## src/ccrb_pkg.sv

```systemverilog
// Package for the codec control register bank: register indices, field positions,
// reset values and the decoded control struct.
// Assumes a single 25 MHz clock domain; no other file is needed.
package ccrb_pkg;

    // ------------------------------------------------------------
    // Register indices (3-bit register address field)
    // ------------------------------------------------------------
    localparam logic [2:0] REG_MODE   = 3'h0;
    localparam logic [2:0] REG_CLOCK  = 3'h1;
    localparam logic [2:0] REG_POWER  = 3'h2;
    localparam logic [2:0] REG_GAIN   = 3'h3;
    localparam logic [2:0] REG_TIMING = 3'h4;
    localparam logic [2:0] REG_ATAP   = 3'h5;
    localparam logic [2:0] REG_DTAPLO = 3'h6;
    localparam int         REG_COUNT  = 7;

    // ------------------------------------------------------------
    // Reset values and timing
    // ------------------------------------------------------------
    localparam logic [7:0] REG_RESET_VAL    = 8'h00;
    localparam logic [2:0] RESET_MCLK_TICKS = 3'h4;
    localparam logic [2:0] RESET_CNT_ZERO   = 3'h0;

    // ------------------------------------------------------------
    // Field positions
    // ------------------------------------------------------------
    localparam int MODE_OPMODE_BIT  = 0;
    localparam int MODE_MIXED_BIT   = 1;
    localparam int MODE_DLOOP_BIT   = 2;
    localparam int MODE_SLOOP_BIT   = 3;
    localparam int MODE_CASC_LSB    = 4;
    localparam int MODE_SWRST_BIT   = 7;
    localparam int CLK_RATE_LSB     = 0;
    localparam int CLK_SCLK_LSB     = 2;
    localparam int CLK_MCLK_LSB     = 4;
    localparam int CLK_ECHO_BIT     = 7;
    localparam int PWR_GLOBAL_BIT   = 0;
    localparam int PWR_ATAP_BIT     = 1;
    localparam int PWR_INAMP_BIT    = 2;
    localparam int PWR_ADC_BIT      = 3;
    localparam int PWR_DAC_BIT      = 4;
    localparam int PWR_REF_BIT      = 5;
    localparam int PWR_REFPIN_BIT   = 6;
    localparam int PWR_RSVD_BIT     = 7;
    localparam int GAIN_IN_LSB      = 0;
    localparam int GAIN_MODRST_BIT  = 3;
    localparam int GAIN_OUT_LSB     = 4;
    localparam int GAIN_MUTE_BIT    = 7;
    localparam int TIM_LEAD_LSB     = 0;
    localparam int TIM_ISKIP_BIT    = 5;
    localparam int TIM_DTAP_BIT     = 6;
    localparam int TIM_TEST_BIT     = 7;
    localparam int ATAP_COEFF_LSB   = 0;
    localparam int ATAP_SEEN_BIT    = 5;
    localparam int ATAP_INV_BIT     = 6;
    localparam int ATAP_LOOP_BIT    = 7;

    // ------------------------------------------------------------
    // Divider encodings
    // ------------------------------------------------------------
    localparam logic [1:0] SCLK_DIV8  = 2'h0;
    localparam logic [1:0] SCLK_DIV4  = 2'h1;
    localparam logic [1:0] SCLK_DIV2  = 2'h2;
    localparam logic [1:0] SCLK_DIV1  = 2'h3;
    localparam logic [1:0] RATE_DIV2048 = 2'h0;
    localparam logic [1:0] RATE_DIV1024 = 2'h1;
    localparam logic [1:0] RATE_DIV512  = 2'h2;
    localparam logic [1:0] RATE_DIV256  = 2'h3;
    localparam logic [11:0] DIV_2048 = 12'h7FF;
    localparam logic [11:0] DIV_1024 = 12'h3FF;
    localparam logic [11:0] DIV_512  = 12'h1FF;
    localparam logic [11:0] DIV_256  = 12'h0FF;
    localparam logic [3:0]  DIV_8    = 4'h7;
    localparam logic [3:0]  DIV_4    = 4'h3;
    localparam logic [3:0]  DIV_2    = 4'h1;
    localparam logic [3:0]  DIV_1    = 4'h0;

    // Reset sequencer states
    typedef enum logic [2:0] {
        CCRB_RUN   = 3'b001,
        CCRB_START = 3'b010,
        CCRB_HOLD  = 3'b100
    } ccrb_state_type;

    // Decoded control bundle
    typedef struct packed {
        logic       operating_mode_select;
        logic       mixed_operation_enable;
        logic       digital_loopback_enable;
        logic       serial_port_loopback_enable;
        logic [2:0] cascade_count;
        logic [1:0] sample_rate_sel;
        logic [1:0] serial_clock_sel;
        logic [2:0] master_clock_sel;
        logic       control_word_echo_enable;
        logic       global_power_on;
        logic       analog_tap_power_on;
        logic       inbound_amplifier_power_on;
        logic       adc_power_on;
        logic       dac_power_on;
        logic       reference_power_on;
        logic       reference_pin_drive;
        logic [2:0] inbound_gain_sel;
        logic       modulator_reset_hold;
        logic [2:0] outbound_gain_sel;
        logic       converter_mute;
        logic [4:0] converter_lead;
        logic       interpolator_skip;
        logic       digital_tap_enable;
        logic       test_operation_enable;
        logic [4:0] analog_tap_coeff;
        logic       single_ended_or_tap_enable;
        logic       polarity_flip_enable;
        logic       analog_loop_or_tap_silence;
        logic [7:0] digital_tap_coeff_low;
    } ccrb_ctrl_type;

endpackage

```

## src/ccrb_bank.sv

```systemverilog
// Control register bank of one codec channel: seven 8-bit registers, a reset
// sequencer and the sample and serial clock enable dividers they steer.
// Assumes the control-word parser hands over a one-cycle write or read strobe
// with register index and data, synchronous to clk_i; reset pin is external.
`timescale 1ns/100ps
module ccrb_bank (
    // Clock and reset
    input  wire logic                   clk_i,
    input  wire logic                   arst_n_i,
    // Converter master clock enable (one-cycle pulse per tick)
    input  wire logic                   mclk_en_i,
    // Reset pin of the channel, asynchronous to clk_i
    input  wire logic                   reset_pin_n_i,
    // Register access from the control-word parser
    input  wire logic                   wr_en_i,
    input  wire logic                   rd_en_i,
    input  wire logic [2:0]             reg_addr_i,
    input  wire logic [7:0]             wr_data_i,
    output logic      [7:0]             rd_data_o,
    output logic                        rd_valid_o,
    // Decoded controls
    output ccrb_pkg::ccrb_ctrl_type     ctrl_o,
    output logic                        reference_output_pin_o,
    output logic                        reset_busy_o,
    output logic                        sclk_en_o,
    output logic                        sample_en_o
);

    // ------------------------------------------------------------
    // Storage and state
    // ------------------------------------------------------------
    logic [7:0]               regs_q [ccrb_pkg::REG_COUNT];
    ccrb_pkg::ccrb_state_type state_q;
    logic [2:0]               rst_cnt_q;
    logic                     pin_meta_q;
    logic                     pin_sync_q;
    logic                     swrst_req;
    logic                     in_reset;
    logic [3:0]               sclk_cnt_q;
    logic [11:0]              rate_cnt_q;
    logic                     rd_legal;

    // Index check shared by read and write paths
    function automatic logic ccrb_legal(input logic [2:0] a);
        return a <= ccrb_pkg::REG_DTAPLO;
    endfunction

    // Divider reloads from the selector codes
    function automatic logic [3:0] ccrb_sclk_div(input logic [1:0] sel);
        if (sel == ccrb_pkg::SCLK_DIV8) begin
            return ccrb_pkg::DIV_8;
        end else if (sel == ccrb_pkg::SCLK_DIV4) begin
            return ccrb_pkg::DIV_4;
        end else if (sel == ccrb_pkg::SCLK_DIV2) begin
            return ccrb_pkg::DIV_2;
        end
        return ccrb_pkg::DIV_1;
    endfunction

    function automatic logic [11:0] ccrb_rate_div(input logic [1:0] sel);
        if (sel == ccrb_pkg::RATE_DIV2048) begin
            return ccrb_pkg::DIV_2048;
        end else if (sel == ccrb_pkg::RATE_DIV1024) begin
            return ccrb_pkg::DIV_1024;
        end else if (sel == ccrb_pkg::RATE_DIV512) begin
            return ccrb_pkg::DIV_512;
        end
        return ccrb_pkg::DIV_256;
    endfunction

    // ------------------------------------------------------------
    // Reset pin synchroniser
    // ------------------------------------------------------------
    // Two flops; only the second one is looked at
    always_ff @(posedge clk_i or negedge arst_n_i) begin
        if (!arst_n_i) begin
            pin_meta_q <= 1'b0;
            pin_sync_q <= 1'b0;
        end else begin
            pin_meta_q <= reset_pin_n_i;
            pin_sync_q <= pin_meta_q;
        end
    end

    // Software reset is the write of a 1 into the mode register top bit
    assign swrst_req = wr_en_i && (reg_addr_i == ccrb_pkg::REG_MODE)
                       && wr_data_i[ccrb_pkg::MODE_SWRST_BIT];
    assign in_reset  = (state_q != ccrb_pkg::CCRB_RUN);

    // ------------------------------------------------------------
    // Reset sequencer: four master clock ticks per reset
    // ------------------------------------------------------------
    // A pin held low keeps restarting the count, so the four ticks run from release
    always_ff @(posedge clk_i or negedge arst_n_i) begin
        if (!arst_n_i) begin
            state_q   <= ccrb_pkg::CCRB_START;
            rst_cnt_q <= ccrb_pkg::RESET_CNT_ZERO;
        end else if (!pin_sync_q || swrst_req) begin
            state_q   <= ccrb_pkg::CCRB_START;
            rst_cnt_q <= ccrb_pkg::RESET_CNT_ZERO;
        end else begin
            case (state_q)
                ccrb_pkg::CCRB_START: begin
                    state_q <= ccrb_pkg::CCRB_HOLD;
                end
                ccrb_pkg::CCRB_HOLD: begin
                    if (mclk_en_i) begin
                        if (rst_cnt_q == ccrb_pkg::RESET_MCLK_TICKS - 3'h1) begin
                            state_q <= ccrb_pkg::CCRB_RUN;
                        end
                        rst_cnt_q <= rst_cnt_q + 3'h1;
                    end
                end
                default: begin
                    state_q <= ccrb_pkg::CCRB_RUN;
                end
            endcase
        end
    end

    // ------------------------------------------------------------
    // Register file
    // ------------------------------------------------------------
    // Writes during a reset are dropped; the bank stays at zero until it ends
    always_ff @(posedge clk_i or negedge arst_n_i) begin
        if (!arst_n_i) begin
            for (int i = 0; i < ccrb_pkg::REG_COUNT; i++) begin
                regs_q[i] <= ccrb_pkg::REG_RESET_VAL;
            end
        end else if (in_reset || swrst_req || !pin_sync_q) begin
            for (int i = 0; i < ccrb_pkg::REG_COUNT; i++) begin
                regs_q[i] <= ccrb_pkg::REG_RESET_VAL;
            end
        end else if (wr_en_i && ccrb_legal(reg_addr_i)) begin
            // Reserved power bit stored as written; controller keeps it 0
            regs_q[reg_addr_i] <= wr_data_i;
        end
    end

    // Read-back; unmapped index answers zero
    assign rd_legal = ccrb_legal(reg_addr_i);
    always_ff @(posedge clk_i or negedge arst_n_i) begin
        if (!arst_n_i) begin
            rd_data_o  <= 8'h00;
            rd_valid_o <= 1'b0;
        end else begin
            rd_valid_o <= rd_en_i;
            if (rd_en_i) begin
                rd_data_o <= rd_legal ? regs_q[reg_addr_i] : 8'h00;
            end
        end
    end

    // ------------------------------------------------------------
    // Field decode into registered controls
    // ------------------------------------------------------------
    always_ff @(posedge clk_i or negedge arst_n_i) begin
        if (!arst_n_i) begin
            ctrl_o                 <= '0;
            reference_output_pin_o <= 1'b0;
            reset_busy_o           <= 1'b1;
        end else begin
            reset_busy_o <= in_reset;
            ctrl_o.operating_mode_select       <= regs_q[0][ccrb_pkg::MODE_OPMODE_BIT];
            ctrl_o.mixed_operation_enable      <= regs_q[0][ccrb_pkg::MODE_MIXED_BIT];
            ctrl_o.digital_loopback_enable     <= regs_q[0][ccrb_pkg::MODE_DLOOP_BIT];
            ctrl_o.serial_port_loopback_enable <= regs_q[0][ccrb_pkg::MODE_SLOOP_BIT];
            ctrl_o.cascade_count    <= regs_q[0][ccrb_pkg::MODE_CASC_LSB +: 3];
            ctrl_o.sample_rate_sel  <= regs_q[1][ccrb_pkg::CLK_RATE_LSB +: 2];
            ctrl_o.serial_clock_sel <= regs_q[1][ccrb_pkg::CLK_SCLK_LSB +: 2];
            ctrl_o.master_clock_sel <= regs_q[1][ccrb_pkg::CLK_MCLK_LSB +: 3];
            ctrl_o.control_word_echo_enable   <= regs_q[1][ccrb_pkg::CLK_ECHO_BIT];
            ctrl_o.global_power_on            <= regs_q[2][ccrb_pkg::PWR_GLOBAL_BIT];
            ctrl_o.analog_tap_power_on        <= regs_q[2][ccrb_pkg::PWR_ATAP_BIT];
            ctrl_o.inbound_amplifier_power_on <= regs_q[2][ccrb_pkg::PWR_INAMP_BIT];
            ctrl_o.adc_power_on               <= regs_q[2][ccrb_pkg::PWR_ADC_BIT];
            ctrl_o.dac_power_on               <= regs_q[2][ccrb_pkg::PWR_DAC_BIT];
            ctrl_o.reference_power_on         <= regs_q[2][ccrb_pkg::PWR_REF_BIT];
            ctrl_o.reference_pin_drive        <= regs_q[2][ccrb_pkg::PWR_REFPIN_BIT];
            reference_output_pin_o            <= regs_q[2][ccrb_pkg::PWR_REFPIN_BIT];
            ctrl_o.inbound_gain_sel     <= regs_q[3][ccrb_pkg::GAIN_IN_LSB +: 3];
            ctrl_o.outbound_gain_sel    <= regs_q[3][ccrb_pkg::GAIN_OUT_LSB +: 3];
            ctrl_o.modulator_reset_hold <= regs_q[3][ccrb_pkg::GAIN_MODRST_BIT];
            ctrl_o.converter_mute       <= regs_q[3][ccrb_pkg::GAIN_MUTE_BIT];
            ctrl_o.converter_lead        <= regs_q[4][ccrb_pkg::TIM_LEAD_LSB +: 5];
            ctrl_o.interpolator_skip     <= regs_q[4][ccrb_pkg::TIM_ISKIP_BIT];
            ctrl_o.test_operation_enable <= regs_q[4][ccrb_pkg::TIM_TEST_BIT];
            ctrl_o.digital_tap_enable    <= regs_q[4][ccrb_pkg::TIM_DTAP_BIT];
            ctrl_o.digital_tap_coeff_low <= regs_q[6];
            ctrl_o.analog_tap_coeff      <= regs_q[5][ccrb_pkg::ATAP_COEFF_LSB +: 5];
            ctrl_o.single_ended_or_tap_enable <= regs_q[5][ccrb_pkg::ATAP_SEEN_BIT];
            ctrl_o.analog_loop_or_tap_silence <= regs_q[5][ccrb_pkg::ATAP_LOOP_BIT];
            ctrl_o.polarity_flip_enable       <= regs_q[5][ccrb_pkg::ATAP_INV_BIT];
        end
    end

    // ------------------------------------------------------------
    // Serial clock and sample rate enables
    // ------------------------------------------------------------
    // Counters reload on reset so the slowest rates apply from the start
    always_ff @(posedge clk_i or negedge arst_n_i) begin
        if (!arst_n_i) begin
            sclk_cnt_q <= ccrb_pkg::DIV_8;
            sclk_en_o  <= 1'b0;
        end else if (in_reset) begin
            sclk_cnt_q <= ccrb_pkg::DIV_8;
            sclk_en_o  <= 1'b0;
        end else begin
            sclk_en_o <= mclk_en_i && (sclk_cnt_q == 4'h0);
            if (mclk_en_i) begin
                sclk_cnt_q <= (sclk_cnt_q == 4'h0) ?
                              ccrb_sclk_div(regs_q[1][ccrb_pkg::CLK_SCLK_LSB +: 2]) :
                              sclk_cnt_q - 4'h1;
            end
        end
    end

    always_ff @(posedge clk_i or negedge arst_n_i) begin
        if (!arst_n_i) begin
            rate_cnt_q  <= ccrb_pkg::DIV_2048;
            sample_en_o <= 1'b0;
        end else if (in_reset) begin
            rate_cnt_q  <= ccrb_pkg::DIV_2048;
            sample_en_o <= 1'b0;
        end else begin
            sample_en_o <= mclk_en_i && (rate_cnt_q == 12'h000);
            if (mclk_en_i) begin
                rate_cnt_q <= (rate_cnt_q == 12'h000) ?
                              ccrb_rate_div(regs_q[1][ccrb_pkg::CLK_RATE_LSB +: 2]) :
                              rate_cnt_q - 12'h001;
            end
        end
    end
endmodule

```

## config.mk

```make
export PLATFORM = sky130hd
export DESIGN_NAME = ccrb_bank
export DESIGN_NICKNAME = d
export VERILOG_FILES = /design/src/ccrb_pkg.sv /design/src/ccrb_bank.sv
export SDC_FILE = /design/constraint.sdc
export NUM_CORES = 1
export LEC_CHECK = 0
export BUFFER_PORTS_ARGS = -buffer_cell sky130_fd_sc_hd__clkbuf_2
export CORE_ASPECT_RATIO = 1.5
export CORE_MARGIN = 2
export CORE_UTILIZATION = 57
export DETAILED_ROUTE_END_ITERATION = 10
export PLACE_DENSITY = 0.86
export SETUP_SLACK_MARGIN = 0.02
export SYNTH_ARGS = -nofsm -noshare
export SYNTH_HDL_FRONTEND = slang
export SYNTH_SLANG_ARGS = --single-unit
```

## constraint.sdc

```tcl
create_clock -name clk_i -period 2.75 [get_ports clk_i]
set_clock_uncertainty 0.15 [all_clocks]
set_input_delay 0.825 -clock clk_i [delete_from_list [all_inputs] [get_ports clk_i]]
set_output_delay 0.825 -clock clk_i [all_outputs]
set_load 0.01 [all_outputs]
```

# == Yosys cells after proc, flatten, opt, wreduce, memory -nomap -nowiden ==
# Index checks and enable logic that the tools add are counted.
# word_totals
out_inout_bits,67
register_bits,146
elab_cells,127
in_bits,17
# op_classes
order_cmp,3
n_bitwise,1
n_addsub,3
n_mux,42
n_eq_ne,10
reduce_logical,21
# ops
op,n
56-bit 2-to-1 mux,2
12-bit 2-to-1 mux,7
56-bit bitwise mux,1
8-bit 2-to-1 mux,4
4-bit 2-to-1 mux,7
8-bit binary-select mux with 3-bit select,1
8-bit demux with 3-bit select,1
3-bit 2-to-1 mux,6
12-bit zero test,1
1-bit 2-to-1 mux,12
"12-bit by 1-bit subtractor with 12-bit output, second input constant",1
2-bit nonzero test,4
"3-bit by 2-bit == test with 1-bit output, second input constant",2
1-bit logical AND,6
"3-bit != test, second input constant",2
3-bit case mux with 2 select lines,1
"2-bit by 1-bit == test with 1-bit output, second input constant",2
"2-bit == test, second input constant",2
"4-bit >= comparator, second input constant",1
2-bit zero test,2
4-bit zero test,1
"4-bit by 1-bit less-than comparator with 1-bit output, second input constant",1
3-bit inverter with 4-bit output,1
2-bit AND reduction,2
other kinds (8),10

# == Longest topological paths before layout ==
# Gate-level depths: netlist of run 1.
# logic_depth
ltp_word,10
mapped_depth,7
depth_no_buf,6

# == Worst setup path before layout of run 1 ==
# No wires, ideal clock.
# synth_path
path_type,input-to-reg
from,input port reg_addr_i[0]
to,register regs_q[7] in the netlist's numbering
arrival_time_ns,2.127
required_ns,2.479
path_stages,7
setup_time_ns,0.121
setup_slack_ns,0.352
path_buffers,3
cell_sequence,or4b_1 > buf_2 > o21ai_4 > or2_1 > buf_6 > buf_6 > a21oi_1
# synth_between
elab_chain_len,8
elab_cells_between_ends,17
classes_between,order compare (3); mux (5); bitwise (1); reduce/logical (8)
# synth_rtl
element,line,rtl
from (decl),ccrb_bank.sv:17,"input wire logic [2:0] reg_addr_i,"
3-bit inverter with 4-bit output (implied by the code),ccrb_bank.sv:136,regs_q[reg_addr_i] <= wr_data_i;
4-bit >= comparator (implied by the code) / 4-bit by 1-bit less-than comparator with 1-bit output (equally long branches),ccrb_bank.sv:136,
1-bit logical AND (implied by the code),ccrb_bank.sv:136,
8-bit 2-to-1 mux (implied by the code),ccrb_bank.sv:136,
8-bit demux with 3-bit select,ccrb_bank.sv:136,
56-bit bitwise mux,ccrb_bank.sv:136,
56-bit 2-to-1 mux,ccrb_bank.sv:134,end else if (wr_en_i && ccrb_legal(reg_addr_i)) begin
56-bit 2-to-1 mux,ccrb_bank.sv:130,end else if (in_reset || swrst_req || !pin_sync_q) begin
"to (signal, indexed assignment)",ccrb_bank.sv:128,regs_q[i] <= ccrb_pkg::REG_RESET_VAL;
"to (signal, indexed assignment)",ccrb_bank.sv:132,regs_q[i] <= ccrb_pkg::REG_RESET_VAL;
"to (signal, indexed assignment)",ccrb_bank.sv:136,
to (decl),ccrb_bank.sv:32,logic [7:0] regs_q [ccrb_pkg::REG_COUNT];
# Parallel ways exist; a longest one is shown, timed or not. The select of a mux whose other input is x is not followed.
# A chain may end at the register's enable or synchronous reset.

# == Final worst setup path of run 1 ==
# layout_path
from,register rate_cnt_q[0]
to,register rate_cnt_q[11]
# layout_between
elab_chain_len,4
elab_cells_between_ends,5
classes_between,add/sub (1); mux (3); reduce/logical (1)
# layout_rtl
element,line,rtl
from (decl),ccrb_bank.sv:40,logic [11:0] rate_cnt_q;
from (signal assigned),ccrb_bank.sv:220,rate_cnt_q <= ccrb_pkg::DIV_2048;
from (signal assigned),ccrb_bank.sv:223,rate_cnt_q <= ccrb_pkg::DIV_2048;
from (signal assigned),ccrb_bank.sv:228,rate_cnt_q <= (rate_cnt_q == 12'h000) ?
12-bit by 1-bit subtractor with 12-bit output / 12-bit zero test (equally long branches),"ccrb_bank.sv:230, ccrb_bank.sv:228",
12-bit 2-to-1 mux (*),ccrb_bank.sv:228,
12-bit 2-to-1 mux (*),ccrb_bank.sv:227,if (mclk_en_i) begin
12-bit 2-to-1 mux (*),ccrb_bank.sv:222,end else if (in_reset) begin
# Every way passes the cells marked *; elsewhere a longest branch is shown, timed or not. The select of a mux whose other input is x is not followed.

==> results of run 1 <==
[worst max-delay path, cell delays in order, from the launching register on]
cell	delay, ns
dfstp_2	0.38
inv_1	0.08
ha_1	0.18
nor3b_1	0.59
nand4_1	0.28
and2_1	0.31
a21boi_0	0.15
[cell families (layout without fill, tap and decap cells)]
family | Yosys count | in the layout | synth area share
AOI/OAI and AO/OA | 104 | 104 | 0.1223
xor gates and xnor gates | 4 | 4 | 0.005854
adders and majority gates | 5 | 5 | 0.01045
buffers and inverters | 38 | 152 | 0.03700
DFF | 146 | 146 | 0.6137
muxes | 21 | 21 | 0.04410
and+or+nand+nor | 220 | 220 | 0.1666
[per-stage QoR]
stage                     setup slack (ns)  cell area, um2  hold slack (ns)  total power [mW]
after floorplan                     0.3525            5986           0.1812             2.348
after global placement              0.2710            6621           0.1958             2.472
after detailed placement            0.2413            6621           0.2188             2.483
after CTS                           0.5174            7241           0.2122             4.869
after global routing                0.3545            7241           0.2363             4.987
final                               0.4893            7241           0.1917             4.872
[sequential cells by signal, indices dropped and copies added (netlist names)]
| register | flops |
|---|---|
| ctrl_o | 53 |
| pin_meta_q | 1 |
| pin_sync_q | 1 |
| rate_cnt_q | 12 |
| rd_data_o | 8 |
| rd_valid_o | 1 |
| reference_output_pin_o | 1 |
| regs_q | 56 |
| reset_busy_o | 1 |
| rst_cnt_q | 3 |
| sample_en_o | 1 |
| sclk_cnt_q | 4 |
| sclk_en_o | 1 |
| state_q | 3 |
[per-layer routing]
| metal | track usage | routed length, um | vias to the layer above |
|---|---|---|---|
| met4 | 0.1692 | 841 | 0 |
| met5 | 0 | 0 | - |
| li1 | - | - | 2037 |
| met2 | 0.4973 | 8207 | 275 |
| met1 | 0.3438 | 5483 | 2322 |
| met3 | 0.06433 | 1166 | 61 |
[where the power goes]
group,leakage (nW),switching (mW),internal (mW),total [mW]
combinational,1.00,0.184,0.0776,0.261
clock,0.300,0.858,1.56,2.42
sequential,1.97,0.0178,2.17,2.19
[layout make-up]
cell class | instances | share of cell area
repair buffers | 104 | 0.08519
well taps | 141 | 0.02436
clock inverters | 9 | 0.02143
clock buffers | 22 | 0.06411
flip-flops and latches | 146 | 0.5073
multi-input cells | 354 | 0.2888
inverters | 17 | 0.008813
[placed cells by master, fill, tap and decap left out, types with 3 or more instances in the layout]
master,synthesis,layout
bufinv_16,0,4
nand3_1,10,10
nand4_1,4,4
a211oi_1,6,6
dfrtp_1,130,130
clkbuf_16,0,17
nor3_1,6,6
o22ai_1,3,3
mux4_2,4,4
nor2b_1,5,5
clkbuf_1,8,3
dfstp_2,16,16
nand2_1,130,130
nand4b_1,4,4
o32ai_1,4,4
a21oi_2,30,30
nand2b_1,6,6
mux2i_1,14,14
o21ai_0,7,7
xor2_1,3,3
clkbuf_2,0,82
buf_12,3,3
ha_1,5,5
buf_4,1,18
nor2_1,34,34
inv_1,15,15
o31ai_1,3,3
a21oi_1,35,35
mux2_2,3,3
nand3b_1,3,3
[worst paths after layout]
check / from / endpoint / slack, ns
setup / recovery: rate_cnt_q[0] / rate_cnt_q[11] / 0.49
hold / removal: arst_n_i / regs_q[8] / 0.19
setup reg to reg: rate_cnt_q[0] / rate_cnt_q[11] / 0.49
hold reg to reg: pin_meta_q / pin_sync_q / 0.22
max in group asynchronous: arst_n_i / state_q[1] / 1.52
min in group clk_i: pin_meta_q / pin_sync_q / 0.22
==> key figures, run 1 <==
Placed design
  – Post-DP HPWL: 10550 um
  – Placed insts: 762
  – Port Buffers: 83
  – GPL Wtd Cong: 0.9222

Layout
  – Finished Layout Cells: 793
  – Nets: 662
  – P&R area growth vs syn: 20.97%
  – Fillers: 669
  – Antenna fix cells: 0
  – FF/Latch Area: 3674 um2
  – Layout cells sized above 1: 0.2945
  – Final core occ: 0.7105
  – Area of the multi-input gates: 2091 um2

Critical path
  – WS Path Type: reg2reg
  – CP Max Fanout: 6
  – CP Data Arrival Time: 2.40 ns
  – Startpoint Class: register
  – Worst-case reg-to-reg path depth: 6
  – Req. time, crit path: 2.89 ns
  – CP Capture Type: register

Synthesis
  – Netlist cell types: 59
  – Yosys top cell area share: 0.5435
  – Post-Syn Nets: 560
  – Syn Inst Count: 538
  – YS warnings: 0
  – Mean Syn Cell Area: 11.13 um2
  – Area contributors post-synth: dfrtp_1 (54%), nand2_1 (8.2%), dfstp_2 (7.0%)
  – Post-synth EDFFs: 0
  – Sequential element share of the synthesized area: 0.6137
  – Synth cell count leaders: dfrtp_1 (130), nand2_1 (130), a21oi_1 (35), nor2_1 (34), a21oi_2 (30)
  – Largest area contributor in the netlist: dfrtp_1
  – Netlist Area Pre-Place: 5986 um2
  – Ys flop type: dfrtp_1
  – Async set-reset flop share out of synthesis: 1.000
  – Number of synthesized register bits: 146

Global routing
  – Initial antenna violation count: 0
  – First-pass GRT wire length: 24720 um
  – Gr usage total: 0.2949
  – Largest net degree at the start of global routing: 54
  – Vias in the first global route: 4842
  – Grt total ovfl: 0

Timing
  – Slew @ Worst Pin: 0.6971 ns
  – Min Clock Period, post-route: 2.261 ns
  – Rel. slew slack: 0.5343
  – RSZ-0062 raised after global routing: false
  – Upper clock frequency limit: 442.4 MHz
  – Setup TNS: 0 ns
  – Endpoints failing hold: 0
  – # setup viols final: 0
  – Tcrit/Tclk final: 0.8221
  – Final max-slew violation count: 0

Job
  – Max_cap viols: 0

Detailed routing
  – Final wirelength: 15700 um
  – Iteration-0 DRC Markers: 375
  – Via count: 4695
  – Vias per cell: 5.921
  – Final ANT Viol Nets: 0
  – Residual DRC: 0
  – Post-DR wirelength/cell: 19.80 um
  – Drt first pass iters: 5

Power and ir drop
  – Peak VDD IR: 0.0004817 V
  – PwrDens: 672.8 nW/um2
  – Leak pwr: 3.274 nW

Clocking
  – Reg clk slew, reported paths: 0.06 ns
  – CTS Sinks: 146
  – CTS tree: done
  – CTS Buf Count: 17
  – CTS Hold Buffers Added: 0
  – CTS H-tree lvls: 4
  – Root Buffer: clkbuf_16
  – CTS Buffer Depth: 2
  – Later-pin clock latency in the skew report: 0.42 ns
  – Setup Fix Bufs, Post-CTS: 0
  – # resized after CTS: 0

Floorplanning
  – Die ar.: 11350 um2
  – Initial Util: 0.5874
  – Core area: 10190 um2
  – Die width: 87.67 um
  – Io pins: 84
  – Die height: 129.5 um
  – # rows: 45

Outcome
  – Status: completed

Worst hold path
  – Hold WC Path Type: in2async
Power figures use the tool's default switching activity.
==> run 2, diff against run 1 <==
--- a/config.mk
+++ b/config.mk
@@ -5,6 +5,7 @@
 export SDC_FILE = /design/constraint.sdc
 export NUM_CORES = 1
 export LEC_CHECK = 0
+export ABC_AREA = 1
 export BUFFER_PORTS_ARGS = -buffer_cell sky130_fd_sc_hd__clkbuf_2
 export CORE_ASPECT_RATIO = 1.5
 export CORE_MARGIN = 2
==> constraint.sdc (replaced) <==
create_clock -name clk_i -period 2.08 [get_ports clk_i]
set_clock_uncertainty 0.15 [all_clocks]
set_input_delay 0.624 -clock clk_i [delete_from_list [all_inputs] [get_ports clk_i]]
set_output_delay 0.624 -clock clk_i [all_outputs]
set_load 0.01 [all_outputs]
==> key figures, run 2 <==
Floorplanning
  – Core area: 10530 um2 (+3.4%)
  – Die height: 130.9 um (+1.1%)
  – # rows: 46 (+2.2%)
  – Initial Util: 0.5814 (-0.005981)
  – Die ar.: 11600 um2 (+2.2%)
  – Io pins: 84 (unchanged)
  – Die width: 88.63 um (+1.1%)

Synthesis
  – Cell with the most instances after synthesis: nand2_1
  – Post-synth EDFFs: 0 (unchanged)
  – Largest area contributor in the netlist: dfrtp_1
  – Yosys top cell area share: 0.5313 (-0.01222)
  – Synth cell count leaders: nand2_1 (163), dfrtp_1 (130), a21oi_1 (74), nand3_1 (48), inv_1 (40)
  – Area contributors post-synth: dfrtp_1 (53%), nand2_1 (10%), dfstp_2 (6.9%)
  – Sequential element share of the synthesized area: 0.5999 (-0.01379)
  – Netlist cell types: 31 (-47%)
  – Number of synthesized register bits: 146 (unchanged)
  – Netlist Area Pre-Place: 6123 um2 (+2.3%)
  – YS warnings: 0 (unchanged)
  – Ys flop type: dfrtp_1
  – Syn Inst Count: 649 (+21%)
  – Async set-reset flop share out of synthesis: 1.000 (unchanged)
  – Mean Syn Cell Area: 9.435 um2 (-15%)
  – Post-Syn Nets: 671 (+20%)

Critical path
  – WP buf/inv: 1 (unchanged)
  – Worst r2r src: state_q[2]
  – CP Data Arrival Time: 1.04 ns (-1.36 ns)
  – Cell Chain, Critical Path: clkbuf_2
  – Reg2reg end: regs_q[15]
  – Startpoint Class: register
  – Req. time, crit path: 1.31 ns (-1.58 ns)
  – Slowest-stage cell, CP: dfstp_2
  – Worst-case reg-to-reg path depth: 6 (unchanged)
  – WS Path Type: reg2out
  – CP Max Fanout: 1 (-5)
  – Reg2reg setup slack: 0.29 ns (-0.20 ns)
  – CP peak stage delay: 0.51 ns (-0.08 ns)
  – Family with the most delay on the worst path: flip-flops
  – CP Capture Type: output port

Layout
  – Most flop-heavy register: regs_q
  – Fillers: 721 (+7.8%)
  – Largest register FFs: 56 (unchanged)
  – Area of the multi-input gates: 2087 um2 (-0.18%)
  – Final Instance Area: 7415 um2 (+2.4%)
  – Layout cells sized above 1: 0.2546 (-0.03984)
  – P&R area growth vs syn: 21.09%
  – Commonest non-fill, non-tap cell in the layout: nand2_1
  – FF/Latch Area: 3674 um2 (unchanged)
  – Antenna fix cells: 0 (unchanged)
  – Most frequent cells in the layout: nand2_1 (163), dfrtp_1 (130), clkbuf_2 (82), a21oi_1 (74), nand3_1 (48)
  – Nets: 764 (+15%)
  – Biggest regs: regs_q (56), ctrl_o (53), rate_cnt_q (12)

Outcome
  – Status: completed

Clocking
  – CTS H-tree lvls: 4 (unchanged)
  – Reg clk slew, reported paths: 0.06 ns (about the same)
  – Root Buffer: clkbuf_16
  – Setup Fix Bufs, Post-CTS: 0 (unchanged)
  – # resized after CTS: 0 (unchanged)
  – CTS Buf Count: 17 (unchanged)
  – CTS Buffer Depth: 2 (unchanged)
  – CTS Sinks: 146 (unchanged)
  – CTS tree: done
  – Later-pin clock latency in the skew report: 0.42 ns (about the same)

Global routing
  – Gr usage total: 0.2942 (-0.0007695)
  – Initial antenna violation count: 0 (unchanged)
  – First-pass GRT wire length: 25760 um (+4.2%)
  – Largest net degree at the start of global routing: 50 (-7.4%)
  – Vias in the first global route: 5259 (+8.6%)
  – Grt total ovfl: 0 (unchanged)

Job
  – Max_cap viols: 0 (unchanged)

Timing
  – Min Clock Period, post-route: 1.817 ns
  – Rel. slew slack: 0.7319 (+0.1977)
  – Final max-slew violation count: 0 (unchanged)
  – Tcrit/Tclk final: 0.8735
  – Slew @ Worst Pin: 0.4010 ns (-0.2961 ns)
  – Endpoints failing hold: 0 (unchanged)
  – Upper clock frequency limit: 550.4 MHz
  – # setup viols final: 0 (unchanged)
  – RSZ-0062 raised after global routing: false
  – Setup TNS: 0 ns (unchanged)

Detailed routing
  – Via count: 5238 (+12%)
  – Final ANT Viol Nets: 0 (unchanged)
  – Residual DRC: 0 (unchanged)
  – Vias per cell: 5.833 (-1.5%)
  – Post-DR wirelength/cell: 17.81 um (-10%)
  – Final wirelength: 15990 um (+1.9%)
  – Drt first pass iters: 5 (unchanged)
  – Iteration-0 DRC Markers: 408 (+8.8%)

Placed design
  – Placed inst area: 6788 um2 (+2.5%)
  – Port Buffers: 83 (unchanged)
  – Post-DP HPWL: 10680 um (+1.2%)
  – GPL Wtd Cong: 1.020 (+11%)

Worst hold path
  – WHS Path Cells: 0
  – Worst min-delay path endpoint: pin_sync_q
  – Hold wc startpoint: pin_meta_q
  – Hold WC Path Type: reg2reg

Power and ir drop
  – Leak pwr: 3.575 nW (+9.2%)
  – PwrDens: 866.7 nW/um2 (+29%)
  – Peak VDD IR: 0.0005958 V (+24%)
-- run 2: cell types whose count changed after synthesis, sizes merged, moves of 14 or more --
cell   previous run  this run
inv              16        44
nand2           130       163
nand3            10        49
or2               1        36
nand4             4        38
mux2i            14         0
-- run 2: layout make-up --
| cell class | count | area share |
|---|---|---|
| Sequential cell | 146 | 0.4954 |
| Multi-Input combinational cell | 426 | 0.2815 |
| Timing Repair Buffer | 107 | 0.09332 |
| Clock buffer | 18 | 0.05788 |
| Clock inverter | 13 | 0.02531 |
| Tap cell | 144 | 0.02430 |
| Inverter | 44 | 0.02227 |
-- run 2: timing repair --
item | 4_1_cts | 5_1_grt
endpoints found under the hold margin | 16 | 0
hold buffers | 1 | 0
endpoints found under the setup margin | 0 | 0
-- run 2: logic make-up (layout without fill, tap and decap cells) --
kind of cell	Yosys count	after routing	share of synthesized area
AND/OR/NAND/NOR	320	320	0.2446
flip-flops	146	146	0.5999
AO/OA/AOI/OAI	98	98	0.08174
buffers and inverters	77	182	0.05925
adder cells (fa/ha/maj)	5	5	0.01022
XOR/XNOR	3	3	0.004292
-- run 2: power breakdown --
part,internal (mW),switching [mW],leakage [nW]
registers,2.88,0.0200,1.98
clock network,2.00,1.18,0.292
logic,0.0982,0.248,1.31
-- run 2: worst max-delay path by stage --
stage | from | endpoint | slack, ns | cells past startpoint
final | reset_busy_o | reset_busy_o | 0.26 | 1
after floorplan | reg_addr_i[1] | regs_q[55] | 0.19 | 8
after global routing | state_q[2] | regs_q[15] | 0.17 | 6
after global placement | reg_addr_i[2] | regs_q[21] | 0.1 | 7
after detailed placement | reg_addr_i[1] | regs_q[32] | 0.02 | 5
after CTS | reset_busy_o | reset_busy_o | 0.25 | 1
-- run 2: per-stage QoR --
stage                     total power, mW  std cells  hold slack (ns)  worst slack [ns]  utilization
after floorplan                     3.120        649           0.1784            0.1857            -
after global placement              3.276        866           0.1886           0.09587       0.6445
after detailed placement            3.291        866           0.1932           0.02187       0.6445
after CTS                           6.441        898           0.1874            0.2521       0.7040
after global routing                6.597        898           0.1881            0.1737       0.7040
final                               6.426        898           0.1935            0.2632       0.7040
-- run 2: routing by layer --
layer  vias up  track usage  part of all wire
met2       312       0.4974              0.52
li1       2328            -                 -
met5         -            0                 0
met3        74      0.06595             0.070
met1      2524       0.3385              0.36
met4         0       0.1711             0.054
==> run 3, diff against run 2 <==
--- a/config.mk
+++ b/config.mk
@@ -7,8 +7,8 @@
 export LEC_CHECK = 0
 export ABC_AREA = 1
 export BUFFER_PORTS_ARGS = -buffer_cell sky130_fd_sc_hd__clkbuf_2
+export CAP_MARGIN = 25
 export CORE_ASPECT_RATIO = 1.5
-export CORE_MARGIN = 2
 export CORE_UTILIZATION = 57
 export DETAILED_ROUTE_END_ITERATION = 10
 export PLACE_DENSITY = 0.86
==> constraint.sdc (replaced) <==
create_clock -name clk_i -period 2.08 [get_ports clk_i]
set_clock_uncertainty 0.15 [all_clocks]
set_input_delay 0.312 -clock clk_i [delete_from_list [all_inputs] [get_ports clk_i]]
set_output_delay 0.312 -clock clk_i [all_outputs]
set_load 0.01 [all_outputs]
==> key figures, run 3 (synthesized netlist as in run 2, its figures left out) <==
Floorplanning
  – Die ar.: 11170 um2 (-3.8%)
  – Initial Util: 0.5814 (unchanged)
  – Io pins: 84 (unchanged)
  – Die width: 86.63 um (-2.3%)
  – Core area: 10530 um2 (unchanged)
  – Die height: 128.9 um (-1.5%)
  – # rows: 46 (unchanged)

Power and ir drop
  – Peak VDD IR: 0.0005584 V (-6.3%)
  – Leak pwr: 3.543 nW (-0.90%)
  – Combinational share of power: 0.051 (-0.003)
  – Pint: 5.042 mW (+1.2%)
  – PwrDens: 880.9 nW/um2 (+1.6%)
  – Reg power frac: 0.448 (-0.004)
  – Switching pwr: 1.438 mW (-0.50%)
  – Clock power frac: 0.501 (+0.007)
  – Power after layout: 6.480 mW (+0.83%)
  – Sw Share: 0.2219 (-0.002965)

Layout
  – Largest register FFs: 56 (unchanged)
  – Most flop-heavy register: regs_q
  – Most frequent cells in the layout: nand2_1 (163), dfrtp_1 (130), clkbuf_2 (82), a21oi_1 (74), nand3_1 (48)
  – Layout cells sized above 1: 0.2470 (-0.007646)
  – P&R area growth vs syn: 20.13%
  – Area of the multi-input gates: 2087 um2 (unchanged)
  – Biggest regs: regs_q (56), ctrl_o (53), rate_cnt_q (12)
  – Commonest non-fill, non-tap cell in the layout: nand2_1
  – FF/Latch Area: 3674 um2 (unchanged)
  – Final core occ: 0.6984 (-0.005584)
  – Antenna fix cells: 0 (unchanged)
  – Fillers: 732 (+1.5%)
  – Nets: 758 (-0.79%)
  – Finished Layout Cells: 893 (-0.56%)

Clocking
  – CTS Buffer Depth: 2 (unchanged)
  – Reg clk slew, reported paths: 0.06 ns (about the same)
  – CTS Sinks: 146 (unchanged)
  – Setup Fix Bufs, Post-CTS: 0 (unchanged)
  – Later-pin clock latency in the skew report: 0.41 ns (about the same)
  – Root Buffer: clkbuf_16
  – CTS tree: done
  – CTS Buf Count: 17 (unchanged)
  – CTS H-tree lvls: 4 (unchanged)

Worst hold path
  – Hold WC Path Type: in2reg

Timing
  – Rel. slew slack: 0.7208 (-0.01111)
  – RSZ-0062 raised after global routing: false
  – # setup viols final: 0 (unchanged)
  – Slew @ Worst Pin: 0.4176 ns (+0.01661 ns)
  – Setup TNS: 0 ns (unchanged)
  – Endpoints failing hold: 0 (unchanged)
  – Final max-slew violation count: 0 (unchanged)
  – Tcrit/Tclk final: 0.8867 (+0.01327)
  – Upper clock frequency limit: 542.2 MHz (-1.5%)
  – Setup ws final: 0.2356 ns (-0.02761 ns)
  – Min Clock Period, post-route: 1.844 ns (+0.02761 ns)

Critical path
  – Req. time, crit path: 2.26 ns (+0.95 ns)
  – CP Capture Type: register
  – Reg2reg setup slack: 0.24 ns (-0.05 ns)
  – CP Max Fanout: 6 (+5)
  – WS Path Type: reg2reg
  – CP Data Arrival Time: 2.02 ns (+0.98 ns)
  – Startpoint Class: register

Placed design
  – GPL Wtd Cong: 0.9550 (-6.4%)
  – Post-DP HPWL: 10380 um (-2.8%)
  – Place WS: 0.1634 ns (+0.1415 ns)
  – Port Buffers: 83 (unchanged)
  – Placed insts: 858 (-0.92%)

Global routing
  – Busiest grt layer: met2
  – First-pass GRT wire length: 25010 um (-2.9%)
  – Grt total ovfl: 0 (unchanged)
  – Gr usage total: 0.2982 (+0.003991)
  – GR Util met3: 0.06094 (-0.005018)
  – Met2 Usage GRT: 0.5056 (+0.008236)
  – Largest net degree at the start of global routing: 57 (+14%)
  – Initial antenna violation count: 0 (unchanged)
  – Vias in the first global route: 5076 (-3.5%)
  – Global-route track usage on met1: 0.3432 (+0.004684)

Detailed routing
  – Drt first pass iters: 5 (unchanged)
  – Via count: 5229 (-0.17%)
  – Post-DR wirelength/cell: 17.46 um (-2.0%)
  – Residual DRC: 0 (unchanged)
  – Final ANT Viol Nets: 0 (unchanged)
  – Final wirelength: 15590 um (-2.5%)
  – Vias per cell: 5.856 (+0.39%)
  – Iteration-0 DRC Markers: 515 (+26%)

Outcome
  – Status: completed

Job
  – Max_cap viols: 0 (unchanged)
[run 3: changes by cell type in the layout (fill, tap and decap cells not counted)]
cell / change
buf_12: -3
buf_4: -5
clkbuf_8: +2
clkinv_4: -2
dlygate4sd3_1: +2
inv_6: +1
[run 3: critical path, stage by stage, from the launching register on]
cell,delay [ns]
dfrtp_1,0.37
inv_1,0.12
nand3_1,0.24
nor2_1,0.32
buf_4,0.21
nand2_1,0.08
o21ai_0,0.21
a21oi_1,0.07
[run 3: stage by stage]
stage          area, um2  hold WS [ns]
4_1_cts             7356       0.03731
6_report            7356       0.05432
5_1_grt             7356       0.06596
3_3_place_gp        6690       0.07589
3_5_place_dp        6690       0.08303
2_1_floorplan       6123       -0.1336
[run 3: per-layer routing]
layer / share of wire / up-vias
li1: - / 2311
met1: 0.36 / 2488
met2: 0.51 / 349
met3: 0.075 / 81
met4: 0.054 / 0
met5: 0 / -
[run 3: area by class of cell]
class | count | share of cell area
clock buffers | 20 | 0.06209
clock inverters | 12 | 0.02432
inverters | 44 | 0.02245
multi-input cells | 426 | 0.2837
flip-flops and latches | 146 | 0.4994
well taps | 144 | 0.02449
repair buffers | 101 | 0.08352
[run 3: power groups by stage]
stage	registers [mW]	logic, mW	clock network (mW)
after global routing	2.90	0.365	3.38
after detailed placement	2.95	0.322	0
after CTS	2.90	0.326	3.29
final	2.90	0.331	3.25
after floorplan	2.95	0.170	0
after global placement	2.95	0.306	0
[run 3: repair_timing]
| item | in CTS | in global routing |
|---|---|---|
| gates resized for setup | 0 | 0 |
| hold buffers | 3 | 0 |
| hold endpoints to repair | 74 | 0 |
[run 3: final timing paths]
| path | to | cells after the start | from |
|---|---|---|---|
| max reg2reg | sclk_cnt_q[0] | 7 | state_q[2] |
| min reg2reg | pin_sync_q | 0 | pin_meta_q |
| min in group asynchronous | ctrl_o[40] | 2 | arst_n_i |
| max | sclk_cnt_q[0] | 7 | state_q[2] |
| max in group asynchronous | sclk_cnt_q[0] | 3 | arst_n_i |
| min | regs_q[7] | 3 | wr_data_i[7] |
